### src/fpgen_consts.vh
// Purpose: constants for the frame pulse generator and back-channel slot mapping
// Assumes: byte-wide configuration registers at 8-bit offsets
// Notes:   reset values not given by the register map are plain choices
`ifndef FPGEN_CONSTS_VH
`define FPGEN_CONSTS_VH

`define REG_PIN_LEVEL_STATUS       8'h0E
`define REG_PIN_INPUT_DISABLE      8'h0F
`define REG_FRAME_PULSE_CONTROL    8'h18
`define REG_PULSE_HIGH_UPPER       8'h19
`define REG_PULSE_HIGH_LOWER       8'h1A
`define REG_PULSE_LOW_UPPER        8'h1B
`define REG_PULSE_LOW_LOWER        8'h1C
`define REG_BACKCHANNEL_RATE       8'h58
`define REG_SLOT_MAP_A             8'h6E
`define REG_SLOT_MAP_B             8'h6F
`define REG_PIN_PULLDOWN_DISABLE   8'hBE
`define REG_PORT_SELECT            8'h4C

// control register fields
`define CTL_GEN_ON_BIT             0
`define CTL_DUTY_MODE_BIT          1
`define CTL_START_LEVEL_BIT        2
`define CTL_SOURCE_MSB             7
`define CTL_SOURCE_LSB             4

// pulse source codes
`define SRC_PORT0_FRAME            4'h0
`define SRC_PORT1_FRAME            4'h1
`define SRC_PIN_FIRST              4'h8
`define SRC_PIN_LAST               4'hB

// slot map codes, 4 bits per slot: 0..3 pin, 0xA frame pulse
`define SLOT_SEL_PULSE             4'hA

// rate select code for 2.5 Mbps
`define RATE_2M5                   3'h0

// tick timing at 2.5 Mbps: 30-bit frame, 400 ns per bit
`define BC_BIT_NS                  400
`define BC_FRAME_BITS              30
`define CLK_PERIOD_NS              10

// reset values
`define RST_INPUT_DISABLE          8'h00
`define RST_PULLDOWN_DISABLE       8'h00
`define RST_CONTROL                8'h00
`define RST_SLOT_MAP               8'h00
`define RST_RATE                   8'h00

`endif

### src/frame_pulse_backchannel_gpio.v
// Purpose: frame pulse generator and back-channel GPIO slot mapping, two receive ports
// Assumes: register port is a simple byte strobe interface; pins synchronous to i_clk
// Notes:   port-local registers are addressed through the port select register
`timescale 1ns/1ps
`include "fpgen_consts.vh"

// Notes on behaviour
// - four general-purpose pins, each with control
// - any slot of each port carries any pin
// - one pin may feed many slots
// - any slot may carry frame pulse
// - status reads live pin levels always
// - input and pulldown disables, both cleared at reset so inputs and pulldowns are enabled
// - source 0x8..0xB forwards pin when generator off
// - generator enable bit starts internal pulse
// - tick equals back-channel frame period, 12 us
// - pulse repeats continuously until disabled
// - upper nibble selects tick source, 0 port 0
// - duty mode 0 uses separate high/low counts
// - phase lengths are count times tick period, one tick for a count of 0
// - 16-bit counts split upper/lower byte registers
// - start level bit sets first output level
// - rate code 0 selects 2.5 Mbps
module frame_pulse_backchannel_gpio #(
	parameter integer PIN_COUNT   = 4,
	parameter integer PORT_COUNT  = 2,
	parameter integer SLOT_COUNT  = 4,
	parameter integer FRAME_NS    = `BC_BIT_NS * `BC_FRAME_BITS,
	parameter integer FRAME_TICKS = FRAME_NS / `CLK_PERIOD_NS
) (
	input  wire                             i_clk,
	input  wire                             i_rst,
	input  wire                             i_reg_wr,
	input  wire                             i_reg_rd,
	input  wire [7:0]                       i_reg_addr,
	input  wire [7:0]                       i_reg_wdata,
	output reg  [7:0]                       o_reg_rdata,
	input  wire [PIN_COUNT-1:0]             i_pin_level,
	output wire [PIN_COUNT-1:0]             o_pin_input_en,
	output wire [PIN_COUNT-1:0]             o_pin_pulldown_en,
	output reg  [PORT_COUNT*SLOT_COUNT-1:0] o_backchannel_slot,
	output reg                              o_frame_pulse
);
	reg  [7:0] pin_input_disable;
	reg  [7:0] pin_pulldown_disable;
	reg  [7:0] frame_pulse_control;
	reg  [7:0] pulse_high_count_upper;
	reg  [7:0] pulse_high_count_lower;
	reg  [7:0] pulse_low_count_upper;
	reg  [7:0] pulse_low_count_lower;
	reg  [7:0] port_select;
	reg  [7:0] backchannel_rate_select [0:PORT_COUNT-1];
	reg  [7:0] backchannel_slot_map_a  [0:PORT_COUNT-1];
	reg  [7:0] backchannel_slot_map_b  [0:PORT_COUNT-1];
	reg  [15:0] phase_count;
	reg         gen_was_on;
	reg  [3:0]  pin_qual;
	wire [PORT_COUNT-1:0] port_tick;
	wire        pulse_generator_on;
	wire        duty_mode_sel;
	wire        pulse_start_level;
	wire [3:0]  pulse_source_sel;
	wire [15:0] pulse_high_count;
	wire [15:0] pulse_low_count;
	wire [15:0] half_count;
	wire        gen_tick;
	wire        pulse_value;
	reg  [15:0] phase_target;
	wire [PORT_COUNT*SLOT_COUNT-1:0] next_slot;
	integer     p;

	assign pulse_generator_on = frame_pulse_control[`CTL_GEN_ON_BIT];
	assign duty_mode_sel      = frame_pulse_control[`CTL_DUTY_MODE_BIT];
	assign pulse_start_level  = frame_pulse_control[`CTL_START_LEVEL_BIT];
	assign pulse_source_sel   = frame_pulse_control[`CTL_SOURCE_MSB:`CTL_SOURCE_LSB];
	assign pulse_high_count   = {pulse_high_count_upper, pulse_high_count_lower};
	assign pulse_low_count    = {pulse_low_count_upper, pulse_low_count_lower};
	// 50/50 mode sums the halved high and low counts, each rounded down
	assign half_count = (pulse_high_count >> 1) + (pulse_low_count >> 1);

	// disabled input is low on the slots and pulse path; pulldown control is an analog pad enable
	assign o_pin_input_en    = ~pin_input_disable[PIN_COUNT-1:0];
	assign o_pin_pulldown_en = ~pin_pulldown_disable[PIN_COUNT-1:0];

	// port select: bit0 port 0, bit1 port 1; first set bit wins on read
	function integer port_index;
		input [7:0] sel;
		begin
			port_index = (sel[1] && !sel[0]) ? 1 : 0;
		end
	endfunction

	// slot code decode: pins, pulse, otherwise low
	function slot_value;
		input [3:0] code;
		input [3:0] pins;
		input       pulse;
		begin
			if (code == `SLOT_SEL_PULSE)
				slot_value = pulse;
			else if (code < 4'h4)
				slot_value = pins[code[1:0]];
			else
				slot_value = 1'b0;
		end
	endfunction

	// slot index to its code nibble within the two map registers
	function [3:0] slot_code;
		input [7:0]   map_a;
		input [7:0]   map_b;
		input integer idx;
		begin
			case (idx)
				0:       slot_code = map_a[3:0];
				1:       slot_code = map_a[7:4];
				2:       slot_code = map_b[3:0];
				default: slot_code = map_b[7:4];
			endcase
		end
	endfunction

	genvar gp;
	generate
		for (gp = 0; gp < PORT_COUNT; gp = gp + 1) begin : g_tick
			pulse_tick_divider #(
				.FRAME_CYCLES(FRAME_TICKS)
			) u_div (
				.i_clk      (i_clk),
				.i_rst      (i_rst),
				.i_rate_sel (backchannel_rate_select[gp][2:0]),
				.o_tick     (port_tick[gp])
			);
		end
	endgenerate

	assign gen_tick = (pulse_source_sel == `SRC_PORT1_FRAME) ? port_tick[1]
		: port_tick[0];

	always @(posedge i_clk) begin
		if (i_rst) begin
			pin_input_disable      <= `RST_INPUT_DISABLE;
			pin_pulldown_disable   <= `RST_PULLDOWN_DISABLE;
			frame_pulse_control    <= `RST_CONTROL;
			pulse_high_count_upper <= 8'h00;
			pulse_high_count_lower <= 8'h00;
			pulse_low_count_upper  <= 8'h00;
			pulse_low_count_lower  <= 8'h00;
			port_select            <= 8'h01;
			for (p = 0; p < PORT_COUNT; p = p + 1) begin
				backchannel_rate_select[p] <= `RST_RATE;
				backchannel_slot_map_a[p]  <= `RST_SLOT_MAP;
				backchannel_slot_map_b[p]  <= `RST_SLOT_MAP;
			end
		end else if (i_reg_wr) begin
			case (i_reg_addr)
				`REG_PIN_INPUT_DISABLE:     pin_input_disable <= i_reg_wdata;
				`REG_PIN_PULLDOWN_DISABLE:  pin_pulldown_disable <= i_reg_wdata;
				`REG_FRAME_PULSE_CONTROL:   frame_pulse_control <= i_reg_wdata;
				`REG_PULSE_HIGH_UPPER:      pulse_high_count_upper <= i_reg_wdata;
				`REG_PULSE_HIGH_LOWER:      pulse_high_count_lower <= i_reg_wdata;
				`REG_PULSE_LOW_UPPER:       pulse_low_count_upper <= i_reg_wdata;
				`REG_PULSE_LOW_LOWER:       pulse_low_count_lower <= i_reg_wdata;
				`REG_PORT_SELECT:           port_select <= i_reg_wdata;
				default: begin
					// port-local writes go to every selected port at once
					for (p = 0; p < PORT_COUNT; p = p + 1) begin
						if (port_select[p]) begin
							if (i_reg_addr == `REG_BACKCHANNEL_RATE)
								backchannel_rate_select[p] <= i_reg_wdata;
							if (i_reg_addr == `REG_SLOT_MAP_A)
								backchannel_slot_map_a[p] <= i_reg_wdata;
							if (i_reg_addr == `REG_SLOT_MAP_B)
								backchannel_slot_map_b[p] <= i_reg_wdata;
						end
					end
				end
			endcase
		end
	end

	always @* begin
		o_reg_rdata = 8'h00;
		if (i_reg_rd) begin
			case (i_reg_addr)
				`REG_PIN_LEVEL_STATUS:      o_reg_rdata = {4'h0, i_pin_level};
				`REG_PIN_INPUT_DISABLE:     o_reg_rdata = pin_input_disable;
				`REG_PIN_PULLDOWN_DISABLE:  o_reg_rdata = pin_pulldown_disable;
				`REG_FRAME_PULSE_CONTROL:   o_reg_rdata = frame_pulse_control;
				`REG_PULSE_HIGH_UPPER:      o_reg_rdata = pulse_high_count_upper;
				`REG_PULSE_HIGH_LOWER:      o_reg_rdata = pulse_high_count_lower;
				`REG_PULSE_LOW_UPPER:       o_reg_rdata = pulse_low_count_upper;
				`REG_PULSE_LOW_LOWER:       o_reg_rdata = pulse_low_count_lower;
				`REG_PORT_SELECT:           o_reg_rdata = port_select;
				`REG_BACKCHANNEL_RATE:
					o_reg_rdata = backchannel_rate_select[port_index(port_select)];
				`REG_SLOT_MAP_A:
					o_reg_rdata = backchannel_slot_map_a[port_index(port_select)];
				`REG_SLOT_MAP_B:
					o_reg_rdata = backchannel_slot_map_b[port_index(port_select)];
				default:                    o_reg_rdata = 8'h00;
			endcase
		end
	end

	// length of the running phase in ticks; 50/50 mode uses one length for both
	always @* begin
		if (duty_mode_sel)
			phase_target = half_count;
		else if (o_frame_pulse)
			phase_target = pulse_high_count;
		else
			phase_target = pulse_low_count;
	end

	// internal generator: counts ticks per phase, toggles, reloads the other phase
	always @(posedge i_clk) begin
		if (i_rst) begin
			o_frame_pulse <= 1'b0;
			phase_count   <= 16'h0000;
			gen_was_on    <= 1'b0;
		end else if (!pulse_generator_on) begin
			o_frame_pulse <= pulse_start_level;
			phase_count   <= 16'h0000;
			gen_was_on    <= 1'b0;
		end else if (!gen_was_on) begin
			gen_was_on    <= 1'b1;
			o_frame_pulse <= pulse_start_level;
			phase_count   <= 16'h0000;
		end else if (gen_tick) begin
			// phase ends after count ticks; a zero count still lasts one tick
			if (phase_count + 16'h0001 >= phase_target) begin
				o_frame_pulse <= ~o_frame_pulse;
				phase_count   <= 16'h0000;
			end else begin
				phase_count   <= phase_count + 16'h0001;
			end
		end
	end

	always @(posedge i_clk) begin
		if (i_rst)
			pin_qual <= 4'h0;
		else
			pin_qual <= i_pin_level[3:0] & ~pin_input_disable[3:0];
	end

	// external mode forwards the chosen pin; generator output otherwise
	assign pulse_value = (!pulse_generator_on && pulse_source_sel >= `SRC_PIN_FIRST
		&& pulse_source_sel <= `SRC_PIN_LAST) ? pin_qual[pulse_source_sel[1:0]]
		: o_frame_pulse;

	// each slot reads its 4-bit code; map a holds slots 0-1, map b slots 2-3
	genvar gs;
	generate
		for (gp = 0; gp < PORT_COUNT; gp = gp + 1) begin : g_port
			for (gs = 0; gs < SLOT_COUNT; gs = gs + 1) begin : g_slot
				assign next_slot[gp*SLOT_COUNT + gs] = slot_value(
					slot_code(backchannel_slot_map_a[gp], backchannel_slot_map_b[gp], gs),
					pin_qual, pulse_value);
			end
		end
	endgenerate

	// registered so the far end never sees a decode glitch between codes
	always @(posedge i_clk) begin
		if (i_rst)
			o_backchannel_slot <= {(PORT_COUNT*SLOT_COUNT){1'b0}};
		else
			o_backchannel_slot <= next_slot;
	end
endmodule

### src/pulse_tick_divider.v
// Purpose: one-cycle tick per back-channel frame period
// Assumes: only the 2.5 Mbps rate code gives the full period; others scale down by 2^code
// Notes:   count is a parameter so simulation can shorten it
`timescale 1ns/1ps
module pulse_tick_divider #(
	parameter integer FRAME_CYCLES = 1200
) (
	input  wire       i_clk,
	input  wire       i_rst,
	input  wire [2:0] i_rate_sel,
	output reg        o_tick
);
	reg  [15:0] count;
	wire [15:0] limit;

	// faster rates shorten the frame; only code 0 is characterised
	assign limit = (FRAME_CYCLES[15:0] >> i_rate_sel) - 16'h0001;

	always @(posedge i_clk) begin
		if (i_rst) begin
			count  <= 16'h0000;
			o_tick <= 1'b0;
		end else if (count >= limit) begin
			count  <= 16'h0000;
			o_tick <= 1'b1;
		end else begin
			count  <= count + 16'h0001;
			o_tick <= 1'b0;
		end
	end
endmodule

### config.mk
export PLATFORM = sky130hd
export DESIGN_NAME = frame_pulse_backchannel_gpio
export DESIGN_NICKNAME = d
export VERILOG_FILES = /design/src/frame_pulse_backchannel_gpio.v /design/src/pulse_tick_divider.v
export VERILOG_INCLUDE_DIRS = /design/src
export SDC_FILE = /design/constraint.sdc
export NUM_CORES = 1
export LEC_CHECK = 0
export ABC_AREA = 1
export BUFFER_PORTS_ARGS = -buffer_cell sky130_fd_sc_hd__buf_2
export CAP_MARGIN = 10
export CORE_MARGIN = 8
export CORE_UTILIZATION = 60
export CTS_BUF_LIST = sky130_fd_sc_hd__clkbuf_4
export DETAILED_ROUTE_END_ITERATION = 10
export HOLD_SLACK_MARGIN = 0.08
export PLACE_DENSITY = 0.75
export SYNTH_ARGS = -nofsm -noshare
export SYNTH_HDL_FRONTEND = slang
export SYNTH_SLANG_ARGS = --single-unit
### constraint.sdc
create_clock -name i_clk -period 8.4 [get_ports i_clk]
set_clock_uncertainty 0.2 [all_clocks]
set_input_delay 1.68 -clock i_clk [delete_from_list [all_inputs] [get_ports i_clk]]
set_output_delay 1.68 -clock i_clk [all_outputs]
set_load 0.05 [all_outputs]
# Yosys cells after proc, flatten, opt, wreduce, memory -nomap -nowiden

Memory sizes are Yosys's and may differ from the RTL's.
Cells that the tools add are included.

Bits in registers: 128
RAM bits: 48
Input port bits: 24
Output and inout port bits: 25
Memories kept: 3

Add/sub/neg operators: 6
Magnitude comparators: 22
Equal/unequal tests: 23
Shift operators: 2
Multiplexer cells: 90
Bitwise gates (word level): 12
Reductions and logical operators: 18

Memories:

| name                    | words | bits a word | rd ports | clocked after memory_dff | wr ports | RTL line                          | text |
|---|---|---|---|---|---|---|---|
| backchannel_rate_select | 2     | 8           | 3        | 0                        | 2        | frame_pulse_backchannel_gpio.v:52 | `reg [7:0] backchannel_rate_select [0:PORT_COUNT-1];` |
| backchannel_slot_map_a  | 2     | 8           | 3        | 0                        | 2        | frame_pulse_backchannel_gpio.v:53 | `reg [7:0] backchannel_slot_map_a [0:PORT_COUNT-1];` |
| backchannel_slot_map_b  | 2     | 8           | 3        | 0                        | 2        | frame_pulse_backchannel_gpio.v:54 | `reg [7:0] backchannel_slot_map_b [0:PORT_COUNT-1];` |

Operators by type and width:

| operator                                                               | count |
|---|---|
| 8-bit one-hot mux with 12 select lines                                 | 1 |
| 1-bit 2-to-1 mux                                                       | 70 |
| 8-bit 2-to-1 mux                                                       | 7 |
| 16-bit by 1-bit adder with 16-bit output (second input constant)       | 3 |
| 16-bit greater-or-equal comparator                                     | 3 |
| 16-bit 2-to-1 mux                                                      | 3 |
| 8-bit by 5-bit equality test with 1-bit output (second input constant) | 5 |
| 4-bit equality test (second input constant)                            | 8 |
| 8-bit by 7-bit equality test with 1-bit output (second input constant) | 4 |
| 4-bit by 3-bit < comparator with 1-bit output (second input constant)  | 8 |
| 11-bit by 3-bit >> shifter with 16-bit output (first input constant)   | 2 |
| 16-bit by 1-bit subtractor with 16-bit output (second input constant)  | 2 |
| 2-bit by 3-bit < comparator with 1-bit output (second input constant)  | 9 |
| 1-bit binary-select mux with 2-bit select                              | 9 |
| 2-bit AND reduction                                                    | 9 |
| 15-bit by 15-bit adder with 16-bit output                              | 1 |
| 8-bit by 4-bit equality test with 1-bit output (second input constant) | 2 |
| 8-bit equality test (second input constant)                            | 1 |
| 4-bit NOT                                                              | 2 |
| 8-bit OR reduction                                                     | 1 |
| 3-bit by 2-bit != test with 1-bit output (second input constant)       | 2 |
| 1-bit bitwise OR                                                       | 6 |
| 4-bit AND                                                              | 1 |
| 4-bit by 1-bit equality test with 1-bit output (second input constant) | 1 |
| 7 further kinds                                                        | 13 |

# Longest topological paths before layout

Depth in word-level cells: 8
Gate-level depth with buffers: 22
Gate-level depth less buffers: 22

# Cells and area by module

Synthesis repeated with hierarchy kept, for this count alone.

Cells, all modules: 1529
Area, all modules: 10979.3 um^2

Modules (own cells, without submodules):

| module                               | times used | cells each | area an instance (um^2) |
|---|---|---|---|
| frame_pulse_backchannel_gpio         | 1          | 1139       | 8156.6 |
| pulse_tick_divider (g_tick[0].u_div) | 1          | 197        | 1463.9 |
| pulse_tick_divider (g_tick[1].u_div) | 1          | 193        | 1358.8 |

# Least setup slack after synthesis

No wires, ideal clock.

Path kind: in2out
Start: input port i_reg_addr[7]
End: output port o_reg_rdata[0]
Arrival time: 2952 ps
Setup slack: 3568 ps
Stages on the path: 11
Path through: inv_2 -> nand4_4 -> inv_4 -> and2_1 -> buf_2 -> nand2_1 -> nand2_1 -> nor2_1 -> nand3_1 -> nand2_1 -> inv_1

Cells in the longest elaborated chain, start to end: 3
Elaborated cells on any way between the ends: 14
Classes of those cells: eq/ne: 12; mux: 2

Ends and longest elaborated chain:

| what                                                                         | RTL line                           | text |
|---|---|---|
| start: declaration                                                           | frame_pulse_backchannel_gpio.v:35  | `input wire [7:0] i_reg_addr,` |
| 8-bit by 7-bit equality test with 1-bit output, or another cell as far along | -                                  |  |
| 8-bit one-hot mux with 12 select lines (*)                                   | frame_pulse_backchannel_gpio.v:185 | `case (i_reg_addr)` |
| 8-bit 2-to-1 mux (*)                                                         | frame_pulse_backchannel_gpio.v:184 | `if (i_reg_rd) begin` |
| end: declaration                                                             | frame_pulse_backchannel_gpio.v:37  | `output reg [7:0] o_reg_rdata,` |

Mark *: on every way between the ends. The rest lies on a longest branch, timed or not.

# Final worst setup path

Start: input port i_reg_addr[2]
End: output port o_reg_rdata[1]

The elaborated chain is that of the path after synthesis.

==> results by group <==
Power
  – VDD IR max: 0.000123 V
  – Combinational power share: 0.068
  – Net switching power: 431 uW
  – Switching Share: 0.291
  – Flop pwr share: 0.601
  – Clk pwr share: 0.331
  – Leak pwr: 4.65 nW
  – PwrDens: 133 nW/um^2
  – Total Power: 1.48 mW
  – Pint: 1.05 mW

STA
  – Final Hold Vio Count: 0
  – Final setup violation count: 0
  – Final setup TNS: 0 ns
  – Pins Over Slew Limit: 0
  – RSZ-0062 raised after global routing: no
  – Fmax achieved: 184 MHz
  – Worst-Margin Slew: 0.972 ns
  – Slew margin rel.: 0.352
  – Final min period: 5.43 ns
  – Period utilization: 0.646

Place
  – DPL Wire Length: 21.2 mm
  – Gpl congestion: 0.996
  – Placed Instance Area: 10900 um^2
  – IO buf count: 48

CTS
  – Clock tree buffer depth: 2
  – Post-cts resize count: 0
  – TritonCTS clock tree: done
  – Clock sinks: 176
  – Root Buffer: clkbuf_4
  – Num CTS Buffers: 17
  – Clk_lat worst skew: 0.61 ns
  – Hold Buf Count CTS: 0
  – Setup Buffers After CTS: 0
  – Clock transition at path regs: 0.16 ns
  – CTS H-tree lvls: 4

Global routing
  – Antenna violations before repair: 1
  – Pin count of the biggest net entering global routing: 55
  – First-pass GRT wire length: 45.9 mm
  – All-Layer GR Usage: 0.263
  – Vias in the first global route: 9106
  – Grt total ovfl: 0

Drt
  – Via/cell ratio: 5.66
  – Wire per inst: 16.5 um
  – Uppermost layer routed: met4
  – Final wirelength: 28.5 mm
  – Via count: 9781
  – Met3 wire length: 2.42 mm
  – DR pass1 iterations: 8
  – Met1 Wirelength: 12.9 mm
  – Post-route ant nets: 0
  – Metal2 WL: 12.7 mm
  – # DRC: 0
  – DR iter-0 viols: 804

Setup path
  – CP max FO: 13
  – Critical path class: in2out
  – Worst r2r dst: g_tick[0].u_div.count[4]$_SDFF_PP0_
  – RR Startpoint: backchannel_rate_select[0][1]$_DFFE_PP_
  – FF-to-FF setup slack: 4.66 ns
  – Worst R2R Path Depth: 16
  – Critical Path Stages: 11
  – Crit path top cell by count: nand2_1
  – CP top delay family: simple AND/OR/NAND/NOR gates
  – Type of origin of the critical path: input pin
  – CP Data Required Time: 6.52 ns
  – Critical path's slowest cell: and2_1
  – Count of buffer and inverter cells on the critical path: 3
  – Crit path largest cell delay: 0.48 ns
  – Critical path cell sequence: buf_2, nand2_1, nor3_1, and2_1, nand2_1, o21ai_0, nor2_1, nand3_1, nand2_1, inv_1, buf_2
  – WP data arrival: 3.55 ns
  – Worst Setup SP: i_reg_addr[2]
  – Crit. End Element: primary output
  – Worst Setup EP: o_reg_rdata[1]

Logic synthesis
  – Commonest cells in the netlist: nand2_1 (292), inv_1 (174), a21oi_1 (171)
  – Share of the yosys chip area belonging to registers: 0.383
  – Area leader, netlist: dfxtp_1
  – Syn Inst Count: 1451
  – Syn_area_per_cell: 7.21 um^2
  – Synth area leaders: dfxtp_1 (24%), edfxtp_1 (14%), nand2_1 (10%)
  – Yosys reg bits: 176
  – Warnings, synthesis: 0
  – Number of synthesized flops with an enable pin: 48
  – Count leader, synth: nand2_1
  – Ys flop type: dfxtp_1
  – Netlist Area Pre-Place: 10500 um^2
  – Post-synth cell types: 51
  – Share of the synthesized area in the top cell type: 0.245
  – Ys async rst share: 0

Cells and area
  – Layout cell share with drive strength beyond 1: 0.0719
  – P&R area growth vs syn: 6.77%
  – Filler cells: 1610
  – Design area: 11200 um^2
  – NumNets Final: 1583

Outcome
  – Status: complete, no violations

Floorplan
  – Die Ht: 148 um
  – Die area: 21900 um^2
  – Row cnt: 48
  – IO Pins: 49
  – Chip width: 148 um
  – Effective utilization at floorplan: 0.609
  – Core area: 17200 um^2

Min path
  – Worst hold path type: reg2reg

Job
  – Max-cap violation count: 0
==> through the flow <==
stage                     std cells   util  worst slack, ns  hold slack [ns]
final                          1729  0.650             2.97            0.270
after global routing           1729  0.650             2.84            0.304
after CTS                      1727  0.650             3.02            0.266
after detailed placement       1695  0.632             3.03            0.235
after global placement         1695  0.632             2.95            0.226
after floorplan                1457      -             3.57            0.220
==> sequential cells by signal (all words and copies together) (netlist names), 16 cells and up <==
register and flops:
phase_count 16, backchannel_slot_map_a 16, backchannel_slot_map_b 16, g_tick.u_div.count 32, backchannel_rate_select 16
==> metal layers <==
metal,track usage,vias to the layer above
met3,0.0660,51
met1,0.358,4450
met2,0.405,396
li1,-,4884
met4,0.0719,0
met5,0,-
==> logic make-up after synthesis <==
group,after synthesis,synth area share
adders and majority gates,69,0.0833
buffers and inverters,223,0.0836
and+or+nand+nor,589,0.240
AOI/OAI and AO/OA,349,0.174
xor gates and xnor gates,43,0.0360
other,2,0.000718
DFF,176,0.383
==> tightest hold or removal path, stage by stage (launching register included) <==
cell,delay (ns)
dfxtp_1,0.33
inv_1,0.06
a21oi_1,0.06
==> cell type report <==
type | count | area (um^2) | share of cell area
timing repair buffer | 55 | 293 | 0.0262
inverter | 182 | 686 | 0.0614
antenna | 1 | 2.50 | 0.000224
clock buffer | 18 | 135 | 0.0121
tap | 225 | 282 | 0.0252
multi-input combinational | 1058 | 5600 | 0.502
sequential | 176 | 4000 | 0.359
clock inverter | 14 | 163 | 0.0146
==> power by group through the flow <==
stage	clock (mW)	combinational (mW)	sequential, mW
global route	0.535	0.112	0.893
finish	0.490	0.101	0.891
floorplan	0	0.0609	0.910
detailed placement	0	0.0987	0.909
CTS	0.497	0.0990	0.891
global placement	0	0.0976	0.909
==> cells in the final DEF, fill, tap and decap left out, drive strengths merged <==
cell type	synthesis	final
nand2	292	292
inv	181	189
a21oi	171	171
nor2	161	161
o21ai	153	153
dfxtp	128	128
nand3	76	76
ha	68	68
buf	18	54
edfxtp	48	48
xor2	31	31
nor3	30	30
nand4	20	20
clkbuf	23	19
xnor2	12	12
conb	2	8
clkinv	1	7
a211oi	4	4
o22ai	3	3
o21bai	3	3
o21a	3	3
o2111ai	3	3
nor4	3	3
o211ai	2	2
a22oi	2	2
or2	2	2
diode	0	1
a21o	1	1
and2	1	1
and3	1	1
nand3b	1	1
a31oi	1	1
or3b	1	1
a31o	1	1
o41ai	1	1
o311ai	1	1
nor3b	1	1
fa	1	1
==> how the worst min path moves through the flow <==
stage / cells past startpoint / to / from / slack, ns
3_5_place_dp: 1 / o_backchannel_slot[7]$_SDFF_PP0_ / backchannel_slot_map_b[1][6]$_DFFE_PP_ / 0.23
2_1_floorplan: 1 / o_backchannel_slot[5]$_SDFF_PP0_ / backchannel_slot_map_a[1][6]$_DFFE_PP_ / 0.22
4_1_cts: 2 / pin_input_disable[5]$_SDFFE_PP0P_ / pin_input_disable[5]$_SDFFE_PP0P_ / 0.27
6_report: 2 / pin_input_disable[5]$_SDFFE_PP0P_ / pin_input_disable[5]$_SDFFE_PP0P_ / 0.27
3_3_place_gp: 1 / o_backchannel_slot[7]$_SDFF_PP0_ / backchannel_slot_map_b[1][6]$_DFFE_PP_ / 0.23
5_1_grt: 1 / o_backchannel_slot[7]$_SDFF_PP0_ / backchannel_slot_map_b[1][6]$_DFFE_PP_ / 0.30
Power figures use the tool's default switching activity.
